<file path="src/acc_cfg.svh">
`ifndef ACC_CFG_SVH
`define ACC_CFG_SVH
`define ACC_W 32
`define WORD_W 16
`define ADDR_W 16
`define STACK_DEPTH 8
`define BIT_ADDR_W 11
`define ACC_RST 32'h0000_0000
`endif

</file>
<file path="src/acc_pkg.sv">
`include "acc_cfg.svh"
package acc_pkg;
  typedef enum logic [3:0] {
    op_none,
    op_load,
    op_load_double,
    op_pop,
    op_store_indexed,
    op_store_low_byte,
    op_store_high_byte,
    op_and_word,
    op_and_double_word,
    op_and_double_const,
    op_and_bit_field,
    op_and_stack
  } op_t;

  typedef struct packed {
    op_t op;
    logic [`ADDR_W-1:0] addr;
    logic [`ACC_W-1:0] imm;
    logic [5:0] bit_count;
  } cmd_t;

  typedef struct packed {
    logic we;
    logic re;
    logic [`ADDR_W-1:0] addr;
    logic [`WORD_W-1:0] wdata;
  } mem_req_t;

  typedef struct packed {
    logic re;
    logic [`BIT_ADDR_W-1:0] addr;
    logic [5:0] count;
  } bit_req_t;
endpackage

</file>
<file path="src/accumulator_stack_logic_ops.sv">
`include "acc_cfg.svh"
module accumulator_stack_logic_ops
  import acc_pkg::*;
(
  input wire logic ref_clk,
  input wire logic rst_b,
  input wire logic cmd_valid,
  input acc_pkg::cmd_t cmd,
  output logic cmd_ready,
  output logic done,
  output acc_pkg::mem_req_t mem_req,
  input wire logic [`WORD_W-1:0] mem_rdata,
  output acc_pkg::bit_req_t bit_req,
  input wire logic [`ACC_W-1:0] bit_rdata,
  output logic [`ACC_W-1:0] acc,
  output logic zero_result_flag,
  output logic negative_result_flag
);
  import acc_pkg::*;

  typedef enum logic [2:0] {
    st_idle, st_rd0, st_rd1, st_rd2, st_wr, st_done
  } state_t;

  state_t state_r, state_nxt;
  cmd_t cmd_r, cmd_nxt;
  logic [`ACC_W-1:0] acc_r, acc_nxt;
  logic [`ACC_W-1:0] stk_r [`STACK_DEPTH];
  logic [`ACC_W-1:0] stk_nxt [`STACK_DEPTH];
  logic [`WORD_W-1:0] lo_r, lo_nxt;
  logic zf_r, zf_nxt, nf_r, nf_nxt;
  logic last_load_r, last_load_nxt;
  mem_req_t mem_r, mem_nxt;
  bit_req_t bit_r, bit_nxt;
  logic done_r, done_nxt;
  logic ready_r, ready_nxt;

  function automatic logic [`ACC_W-1:0] field_mask(input logic [5:0] n);
    logic [`ACC_W-1:0] m;
    m = '1;
    if (n < 6'h20)
      m = ~({`ACC_W{1'b1}} << n);
    return m;
  endfunction

  function automatic logic is_load(input op_t o);
    return (o == op_load) || (o == op_load_double);
  endfunction

  always_comb
  begin
    state_nxt = state_r;
    cmd_nxt = cmd_r;
    acc_nxt = acc_r;
    stk_nxt = stk_r;
    lo_nxt = lo_r;
    zf_nxt = zf_r;
    nf_nxt = nf_r;
    last_load_nxt = last_load_r;
    mem_nxt = '0;
    bit_nxt = '0;
    done_nxt = 1'b0;
    case (state_r)
      st_idle:
        if (cmd_valid)
        begin
          cmd_nxt = cmd;
          last_load_nxt = is_load(cmd.op);
          case (cmd.op)
            op_load, op_load_double:
            begin
              if (last_load_r)
              begin
                for (int i = `STACK_DEPTH-1; i > 0; i--)
                  stk_nxt[i] = stk_r[i-1];
                stk_nxt[0] = acc_r;
              end
              mem_nxt.re = 1'b1;
              mem_nxt.addr = cmd.addr;
              state_nxt = st_rd0;
            end
            op_pop:
            begin
              acc_nxt = stk_r[0];
              for (int i = 0; i < `STACK_DEPTH-1; i++)
                stk_nxt[i] = stk_r[i+1];
              stk_nxt[`STACK_DEPTH-1] = '0;
              zf_nxt = (stk_r[0] == '0);
              state_nxt = st_done;
            end
            op_store_indexed:
            begin
              mem_nxt.we = 1'b1;
              // binary offset, no octal or bcd fixup
              mem_nxt.addr = cmd.addr + acc_r[`ADDR_W-1:0];
              mem_nxt.wdata = stk_r[0][`WORD_W-1:0];
              acc_nxt = {16'h0000, acc_r[15:0]};
              state_nxt = st_done;
            end
            op_store_low_byte, op_store_high_byte, op_and_word,
            op_and_double_word:
            begin
              mem_nxt.re = 1'b1;
              mem_nxt.addr = cmd.addr;
              state_nxt = st_rd0;
            end
            op_and_double_const:
            begin
              acc_nxt = acc_r & cmd.imm;
              zf_nxt = (acc_nxt == '0);
              nf_nxt = acc_nxt[31];
              state_nxt = st_done;
            end
            op_and_bit_field:
            begin
              bit_nxt.re = 1'b1;
              bit_nxt.addr = cmd.addr[`BIT_ADDR_W-1:0];
              bit_nxt.count = cmd.bit_count;
              state_nxt = st_rd0;
            end
            op_and_stack:
            begin
              acc_nxt = acc_r & stk_r[0];
              for (int i = 0; i < `STACK_DEPTH-1; i++)
                stk_nxt[i] = stk_r[i+1];
              stk_nxt[`STACK_DEPTH-1] = '0;
              zf_nxt = (acc_nxt == '0);
              nf_nxt = acc_nxt[31];
              state_nxt = st_done;
            end
            default:
              state_nxt = st_done;
          endcase
        end
      st_rd0:
        state_nxt = st_rd1; // request seen by memory this cycle
      st_rd1:
        case (cmd_r.op)
          op_load:
          begin
            acc_nxt = {16'h0000, mem_rdata};
            state_nxt = st_done;
          end
          op_store_low_byte:
          begin
            mem_nxt.we = 1'b1;
            mem_nxt.addr = cmd_r.addr;
            mem_nxt.wdata = {mem_rdata[15:8], acc_r[7:0]};
            state_nxt = st_wr;
          end
          op_store_high_byte:
          begin
            mem_nxt.we = 1'b1;
            mem_nxt.addr = cmd_r.addr;
            mem_nxt.wdata = {acc_r[15:8], mem_rdata[7:0]};
            state_nxt = st_wr;
          end
          op_and_word:
          begin
            acc_nxt = {16'h0000, acc_r[15:0] & mem_rdata};
            zf_nxt = (acc_nxt == '0);
            nf_nxt = (acc_nxt == '0);
            state_nxt = st_done;
          end
          op_and_bit_field:
          begin
            acc_nxt = acc_r & bit_rdata
              & field_mask(cmd_r.bit_count);
            zf_nxt = (acc_nxt == '0);
            nf_nxt = acc_nxt[31];
            state_nxt = st_done;
          end
          default:
          begin
            // low word of a double read; fetch the high word next
            lo_nxt = mem_rdata;
            mem_nxt.re = 1'b1;
            mem_nxt.addr = cmd_r.addr + 16'h0001;
            state_nxt = st_rd2;
          end
        endcase
      st_rd2:
        state_nxt = st_wr;
      st_wr:
      begin
        if (cmd_r.op == op_load_double)
          acc_nxt = {mem_rdata, lo_r};
        else if (cmd_r.op == op_and_double_word)
        begin
          acc_nxt = acc_r & {mem_rdata, lo_r};
          zf_nxt = (acc_nxt == '0);
          nf_nxt = acc_nxt[31];
        end
        state_nxt = st_done;
      end
      default:
      begin
        done_nxt = 1'b1;
        state_nxt = st_idle;
      end
    endcase
    ready_nxt = (state_nxt == st_idle);
  end

  always_ff @(posedge ref_clk or negedge rst_b)
  begin
    if (!rst_b)
    begin
      state_r <= st_idle;
      cmd_r <= '0;
      acc_r <= `ACC_RST;
      for (int i = 0; i < `STACK_DEPTH; i++)
        stk_r[i] <= '0;
      lo_r <= '0;
      zf_r <= 1'b0;
      nf_r <= 1'b0;
      last_load_r <= 1'b0;
      mem_r <= '0;
      bit_r <= '0;
      done_r <= 1'b0;
      ready_r <= 1'b0;
    end
    else
    begin
      state_r <= state_nxt;
      cmd_r <= cmd_nxt;
      acc_r <= acc_nxt;
      stk_r <= stk_nxt;
      lo_r <= lo_nxt;
      zf_r <= zf_nxt;
      nf_r <= nf_nxt;
      last_load_r <= last_load_nxt;
      mem_r <= mem_nxt;
      bit_r <= bit_nxt;
      done_r <= done_nxt;
      ready_r <= ready_nxt;
    end
  end

  assign cmd_ready = ready_r;
  assign done = done_r;
  assign mem_req = mem_r;
  assign bit_req = bit_r;
  assign acc = acc_r;
  assign zero_result_flag = zf_r;
  assign negative_result_flag = nf_r;

  logic go;
  assign go = cmd_valid && state_r == st_idle;

  chk_pop_moves: assert property (
    @(posedge ref_clk) disable iff (!rst_b)
    go && cmd.op == op_pop |=> acc_r == $past(stk_r[0])
      && stk_r[0] == $past(stk_r[1]))
    else $error("pop wrong");
  chk_pop_zero: assert property (
    @(posedge ref_clk) disable iff (!rst_b)
    go && cmd.op == op_pop |=> zf_r == (acc_r == '0))
    else $error("pop zero flag wrong");
  chk_load_push: assert property (
    @(posedge ref_clk) disable iff (!rst_b)
    go && is_load(cmd.op) && last_load_r |=> stk_r[0] == $past(acc_r))
    else $error("load push wrong");
  chk_idx_store: assert property (
    @(posedge ref_clk) disable iff (!rst_b)
    go && cmd.op == op_store_indexed |=> mem_r.we
      && mem_r.addr == $past(cmd.addr + acc_r[15:0])
      && mem_r.wdata == $past(stk_r[0][15:0])
      && acc_r[31:16] == 16'h0000)
    else $error("indexed store wrong");
  chk_low_keep: assert property (
    @(posedge ref_clk) disable iff (!rst_b)
    state_r == st_rd1 && cmd_r.op == op_store_low_byte |=>
      mem_r.wdata == {$past(mem_rdata[15:8]), acc_r[7:0]})
    else $error("low byte store wrong");
  chk_high_keep: assert property (
    @(posedge ref_clk) disable iff (!rst_b)
    state_r == st_rd1 && cmd_r.op == op_store_high_byte |=>
      mem_r.wdata == {acc_r[15:8], $past(mem_rdata[7:0])})
    else $error("high byte store wrong");
  chk_word_and: assert property (
    @(posedge ref_clk) disable iff (!rst_b)
    state_r == st_rd1 && cmd_r.op == op_and_word |=>
      zf_r == (acc_r == '0) && nf_r == zf_r && acc_r[31:16] == 16'h0000)
    else $error("word and flags wrong");
  chk_stack_and: assert property (
    @(posedge ref_clk) disable iff (!rst_b)
    go && cmd.op == op_and_stack |=> acc_r == $past(acc_r & stk_r[0])
      && nf_r == acc_r[31] && zf_r == (acc_r == '0))
    else $error("stack and wrong");
  chk_flag_hold: assert property (
    @(posedge ref_clk) disable iff (!rst_b)
    state_r inside {st_rd0, st_rd2} |=> $stable(zf_r) && $stable(nf_r))
    else $error("flag changed early");
  chk_done_soon: assert property (
    @(posedge ref_clk) disable iff (!rst_b)
    go |-> ##[1:6] done_r)
    else $error("no done");

  cov_pop: cover property (@(posedge ref_clk) go && cmd.op == op_pop);
  cov_byte: cover property (@(posedge ref_clk)
    go && cmd.op == op_store_high_byte);
  cov_dbl: cover property (@(posedge ref_clk)
    go && cmd.op == op_and_double_word ##[1:5] nf_r);
  cov_field: cover property (@(posedge ref_clk)
    go && cmd.op == op_and_bit_field);
endmodule // accumulator_stack_logic_ops

</file>
<file path="config.mk">
export PLATFORM = sky130hd
export DESIGN_NAME = accumulator_stack_logic_ops
export DESIGN_NICKNAME = d
export VERILOG_FILES = /design/src/acc_pkg.sv /design/src/accumulator_stack_logic_ops.sv
export VERILOG_INCLUDE_DIRS = /design/src
export SDC_FILE = /design/constraint.sdc
export NUM_CORES = 1
export LEC_CHECK = 0
export ABC_AREA = 1
export ABC_CLOCK_PERIOD_IN_PS = 2700
export BUFFER_PORTS_ARGS = -buffer_cell sky130_fd_sc_hd__buf_2
export CAP_MARGIN = 10
export CORE_UTILIZATION = 30
export CTS_CLUSTER_DIAMETER = 150
export DETAILED_ROUTE_END_ITERATION = 12
export PLACE_DENSITY = 0.49
export SETUP_SLACK_MARGIN = 0.1
export SYNTH_ARGS = -nofsm -noshare
export SYNTH_HDL_FRONTEND = slang
export SYNTH_SLANG_ARGS = --single-unit
export TNS_END_PERCENT = 30
</file>
<file path="constraint.sdc">
create_clock -name ref_clk -period 2.7 [get_ports ref_clk]
set_input_delay 0.135 -clock ref_clk [delete_from_list [all_inputs] [get_ports ref_clk]]
set_output_delay 0.135 -clock ref_clk [all_outputs]
set_load 0.005 [all_outputs]
</file>
==> results by stage <==
Floorplanning:
- The floorplan step defined a core boundary enclosing 69900 sq um.
- The row count is 97.
- In this run the vertical extent of the chip is 268 microns.
- The die covers 71700 sq um.
- The floorplan step set the die width to 268 microns.
- 197 I/O pins were placed.
- The initial cell density of the core is 0.303.

Run:
- The tool flagged a number of max-cap violations equal to 0.

Worst setup path:
- The startpoint-to-endpoint class of the critical path is flop to flop.
- The critical path goes through buf_4, nand2_1, nand2_1, a221oi_1, nand3_1, o21ai_0, nand2_1, nand2_1, nand2_1, dlygate4sd3_1, nand2_1.
- Along the worst path, the maximum fanout reaches 9.
- The start point of the critical path is acc[0].
- The worst setup path is launched from a flop.
- STA puts the critical path data arrival time at 3.12 ns.
- The most critical setup path has its endpoint at negative_result_flag.
- The slowest library cell on the worst path is sky130_fd_sc_hd__dlygate4sd3_1.
- The startpoint identified for the worst register-to-register timing path is acc[0].
- The kind of cell with the highest combined delay on the critical path is buffers and inverters.
- The worst endpoint required time is 3.25 ns.
- The worst setup path is captured at a flop.
- The most frequent cell on the critical path is sky130_fd_sc_hd__nand2_1.
- The endpoint identified for the worst register-to-register timing path is negative_result_flag.
- The cell depth of the worst flop-to-flop path is 11.
- In this run the register-to-register setup slack is 0.13 ns.
- Counting both buffers and inverters, the worst setup path holds a total of 2.
- In this run the number of cells on the critical path is 11.
- The longest individual stage delay on the worst path is 0.55 ns.

Synth:
- Counting every net in the synthesized netlist gives 2893.
- The synthesized netlist occupies a cell area of 21200 sq um.
- The synthesized area per cell is 7.66 sq um.
- The sequential-to-total area share from yosys stat is 0.461.
- The cell taking the most area after synthesis is sky130_fd_sc_hd__dfrtp_1.
- The post-synthesis simple-gate area fraction is 0.181.
- Of the post-synthesis cell area, the dominant cell type holds 0.461.
- After synthesis, the netlist uses 41 different library cells.
- The cell count after synthesis is 2767.
- The flip-flop and latch count after synthesis is 390.
- Of the total synthesized cell area, the portion taken by XOR and XNOR cells is 0.00124.
- Of the total synthesized cell area, the portion taken by full adders, half adders and majority gates is 0.0104.
- The number of warnings reported in the yosys synthesis log is 0.
- By area, the combinational part of the netlist is dominated by compound AO/OA/AOI/OAI gates.
- The fraction of synthesized area in multiplexers is 0.
- The fraction of the mapped netlist area in compound gates was 0.237.
- In the post-synthesis netlist, the biggest area contributors are sky130_fd_sc_hd__dfrtp_1 (46%), sky130_fd_sc_hd__nand2_1 (10%), sky130_fd_sc_hd__o211ai_1 (8.6%), sky130_fd_sc_hd__inv_1 (7.0%), sky130_fd_sc_hd__o21ai_1 (5.2%).

Timing:
- The setup TNS is 0 ns.
- Dividing the final minimum period by the clock period gives 0.952.
- The worst max-slew margin expressed relative to the limit is 0.337.
- The final setup violation count is 0.
- The final count of hold timing violations is 0.
- The minimum clock period is 2.57 ns.
- The maximum clock frequency is 389 MHz.
- Setup repair after global routing could not meet its margin everywhere.
- At the pin with the least slew margin, the transition time is 0.994 ns.
- The clock arrives with 0.0362 ns of skew.
- The number of max-slew violations in the final report was 0.

Drt:
- For this run, the detailed router's first-pass iteration total came to 5.
- Wires add up to 80000 microns.
- The post-route DRC violation count is 0.
- The number of violations reported at the end of detailed-routing iteration 0 is 1666.
- The number of antenna-violating nets in the routed design is 0.
- The via density per instance is 5.11.
- The detailed router placed 20200 vias in this run.
- In the final routed layout, each cell accounts on average for 20.3 microns.

Place:
- Detailed placement ended at an HPWL of 58900 microns.
- At the end of routability-driven placement, the weighted congestion stood at 0.939.
- The quantity of I/O buffers inserted on ports is 196.

Cells and area:
- The growth of design area from synthesis to finish is 20.5%.
- The final design utilization is 0.365.
- The share of final-layout standard cells stronger than drive strength 1 is 0.126.
- The count of nets after finishing is 3090.

Clock network:
- For this design, the sink count on the clock tree is 390.
- TritonCTS built the clock tree.
- The clock tree buffer depth is 3.
- The number of buffers created by CTS is 48.
- The CTS root buffer is sky130_fd_sc_hd__clkbuf_16.
- After clock tree synthesis, the clock-pin slew on the worst setup and hold paths is 0.06 ns.
- Buffers added to address setup during post-CTS repair amount to 0.
- The H-tree was split into 2 levels.
- Clock latency on the worst-skew pair, taken at its later pin, is 0.61 ns.

Global route:
- The via count of the first global-routing pass is 19600.
- For this run the aggregate overflow at the end of global routing stands at 0.
- The first-pass GRT wire length is 123000 microns.
- The total global routing track utilization is 0.224.
- Entering global routing, the biggest net connects 143 pins.
- The number of antenna violations at the first check in global routing is 0.

Pwr:
- The total power density per cell area is 1130 nW/um^2.
- The cell leakage power is 0.0117 uW.
- The worst-case IR drop observed on VDD is 0.000498 V.

Hold path:
- The worst min-delay path category is input port to flop.

Outcome:
- The run finished with clean final reports.
## power breakdown
part           internal (uW)  switching, uW  total [uW]
registers               8500           2150       10700
clock network           4150           2790        6930
logic                   3620           7520       11100
## flip-flops by register name, summed over array words and instances, names as in the netlist
register              cells
stk_r                   256
mem_req                  34
acc                      32
cmd_r                    26
bit_req                  18
lo_r                     16
state_r                   3
cmd_ready                 1
done                      1
last_load_r               1
negative_result_flag      1
zero_result_flag          1
## what timing repair did
item                                    CTS  global route
resized for setup                         0             1
hold endpoints to repair                313             0
endpoints found under the setup margin    0             3
hold buffers                             45             0
## worst min path at each step
stage	startpoint	endpoint	slack, ns	depth (start not counted)
after floorplan	rst_b	acc[0]	-0.16	0
after global placement	rst_b	stk_r[4]	0.13	1
after detailed placement	rst_b	stk_r[4]	0.13	1
after CTS	cmd[24]	acc[18]	0.02	5
after global routing	cmd[24]	acc[18]	0.09	5
final	cmd[24]	acc[18]	0.05	5
## area by class of cell
type	count	area [sq um]
tap	940	1180
inverter	403	1510
multi-input combinational	1800	9130
clock buffer	68	1410
fill	7454	44400
antenna	2	5.00
timing repair buffer	321	2240
clock inverter	21	303
sequential	390	9760
## synth_stat cells, drive strengths merged
library cell and number:
a211oi 2, a21boi 2, a21oi 55, a221o 1, a221oi 2, a22oi 2
a31oi 21, a41oi 2, buf 67, clkbuf 107, clkinv 2, dfrtp 390
fa 1, ha 16, inv 401, nand2 582, nand3 119, nand3b 8
nand4 25, nor2 188, nor3 20, nor4 1, o2111ai 7, o211ai 242
o21a 5, o21ai 425, o21bai 4, o221ai 9, o22ai 54, o2bb2ai 1
o31ai 2, or2 1, xor2 3
## cell usage in the layout, fill, tap and decap left out, types with 48 or more instances in the layout
cell | Yosys | routed
sky130_fd_sc_hd__a21oi_1 | 55 | 55
sky130_fd_sc_hd__buf_2 | 38 | 195
sky130_fd_sc_hd__buf_4 | 28 | 64
sky130_fd_sc_hd__clkbuf_16 | 0 | 48
sky130_fd_sc_hd__dfrtp_1 | 390 | 390
sky130_fd_sc_hd__inv_1 | 395 | 395
sky130_fd_sc_hd__nand2_1 | 581 | 581
sky130_fd_sc_hd__nand3_1 | 119 | 119
sky130_fd_sc_hd__nor2_1 | 181 | 179
sky130_fd_sc_hd__o211ai_1 | 242 | 242
sky130_fd_sc_hd__o21ai_0 | 203 | 201
sky130_fd_sc_hd__o21ai_1 | 222 | 223
sky130_fd_sc_hd__o22ai_1 | 53 | 53
## worst register-to-register path, delay by kind of cell (launching register included)
family                 cells  cell delay, ns
buffers and inverters      2            0.80
AND/OR/NAND/NOR            7            0.69
AO/OA/AOI/OAI              2            0.55
flip-flops                 1            0.47
## cells by family (layout without fill, tap and decap cells)
family                   after synthesis  after routing
XOR/XNOR                               3              3
AND/OR/NAND/NOR                      944            944
other                                  0              2
adder cells (fa/ha/maj)               17             17
AO/OA/AOI/OAI                        836            836
flip-flops                           390            390
buffers and inverters                577            813
## stage by stage
stage / hold WS (ns) / area (sq um) / cells / setup WS [ns] / total power [uW]
after floorplan: -0.161 / 21200 / 2767 / 0.556 / 16800
after global placement: 0.126 / 23300 / 3808 / 0.182 / 21500
after detailed placement: 0.127 / 23300 / 3808 / 0.176 / 21600
after CTS: 0.0193 / 25500 / 3942 / 0.128 / 28800
after global routing: 0.0868 / 25500 / 3943 / 0.0326 / 30800
final: 0.0515 / 25500 / 3945 / 0.129 / 28700
## layer usage
metal	global-route usage	wire (microns)	up-vias
met3	0.0322	3800	129
met4	0.0911	3270	0
met1	0.306	36500	9736
met2	0.355	36400	581
li1	-	-	9720
met5	0	0	-
Note: power is estimated with default switching activity, not from simulation.
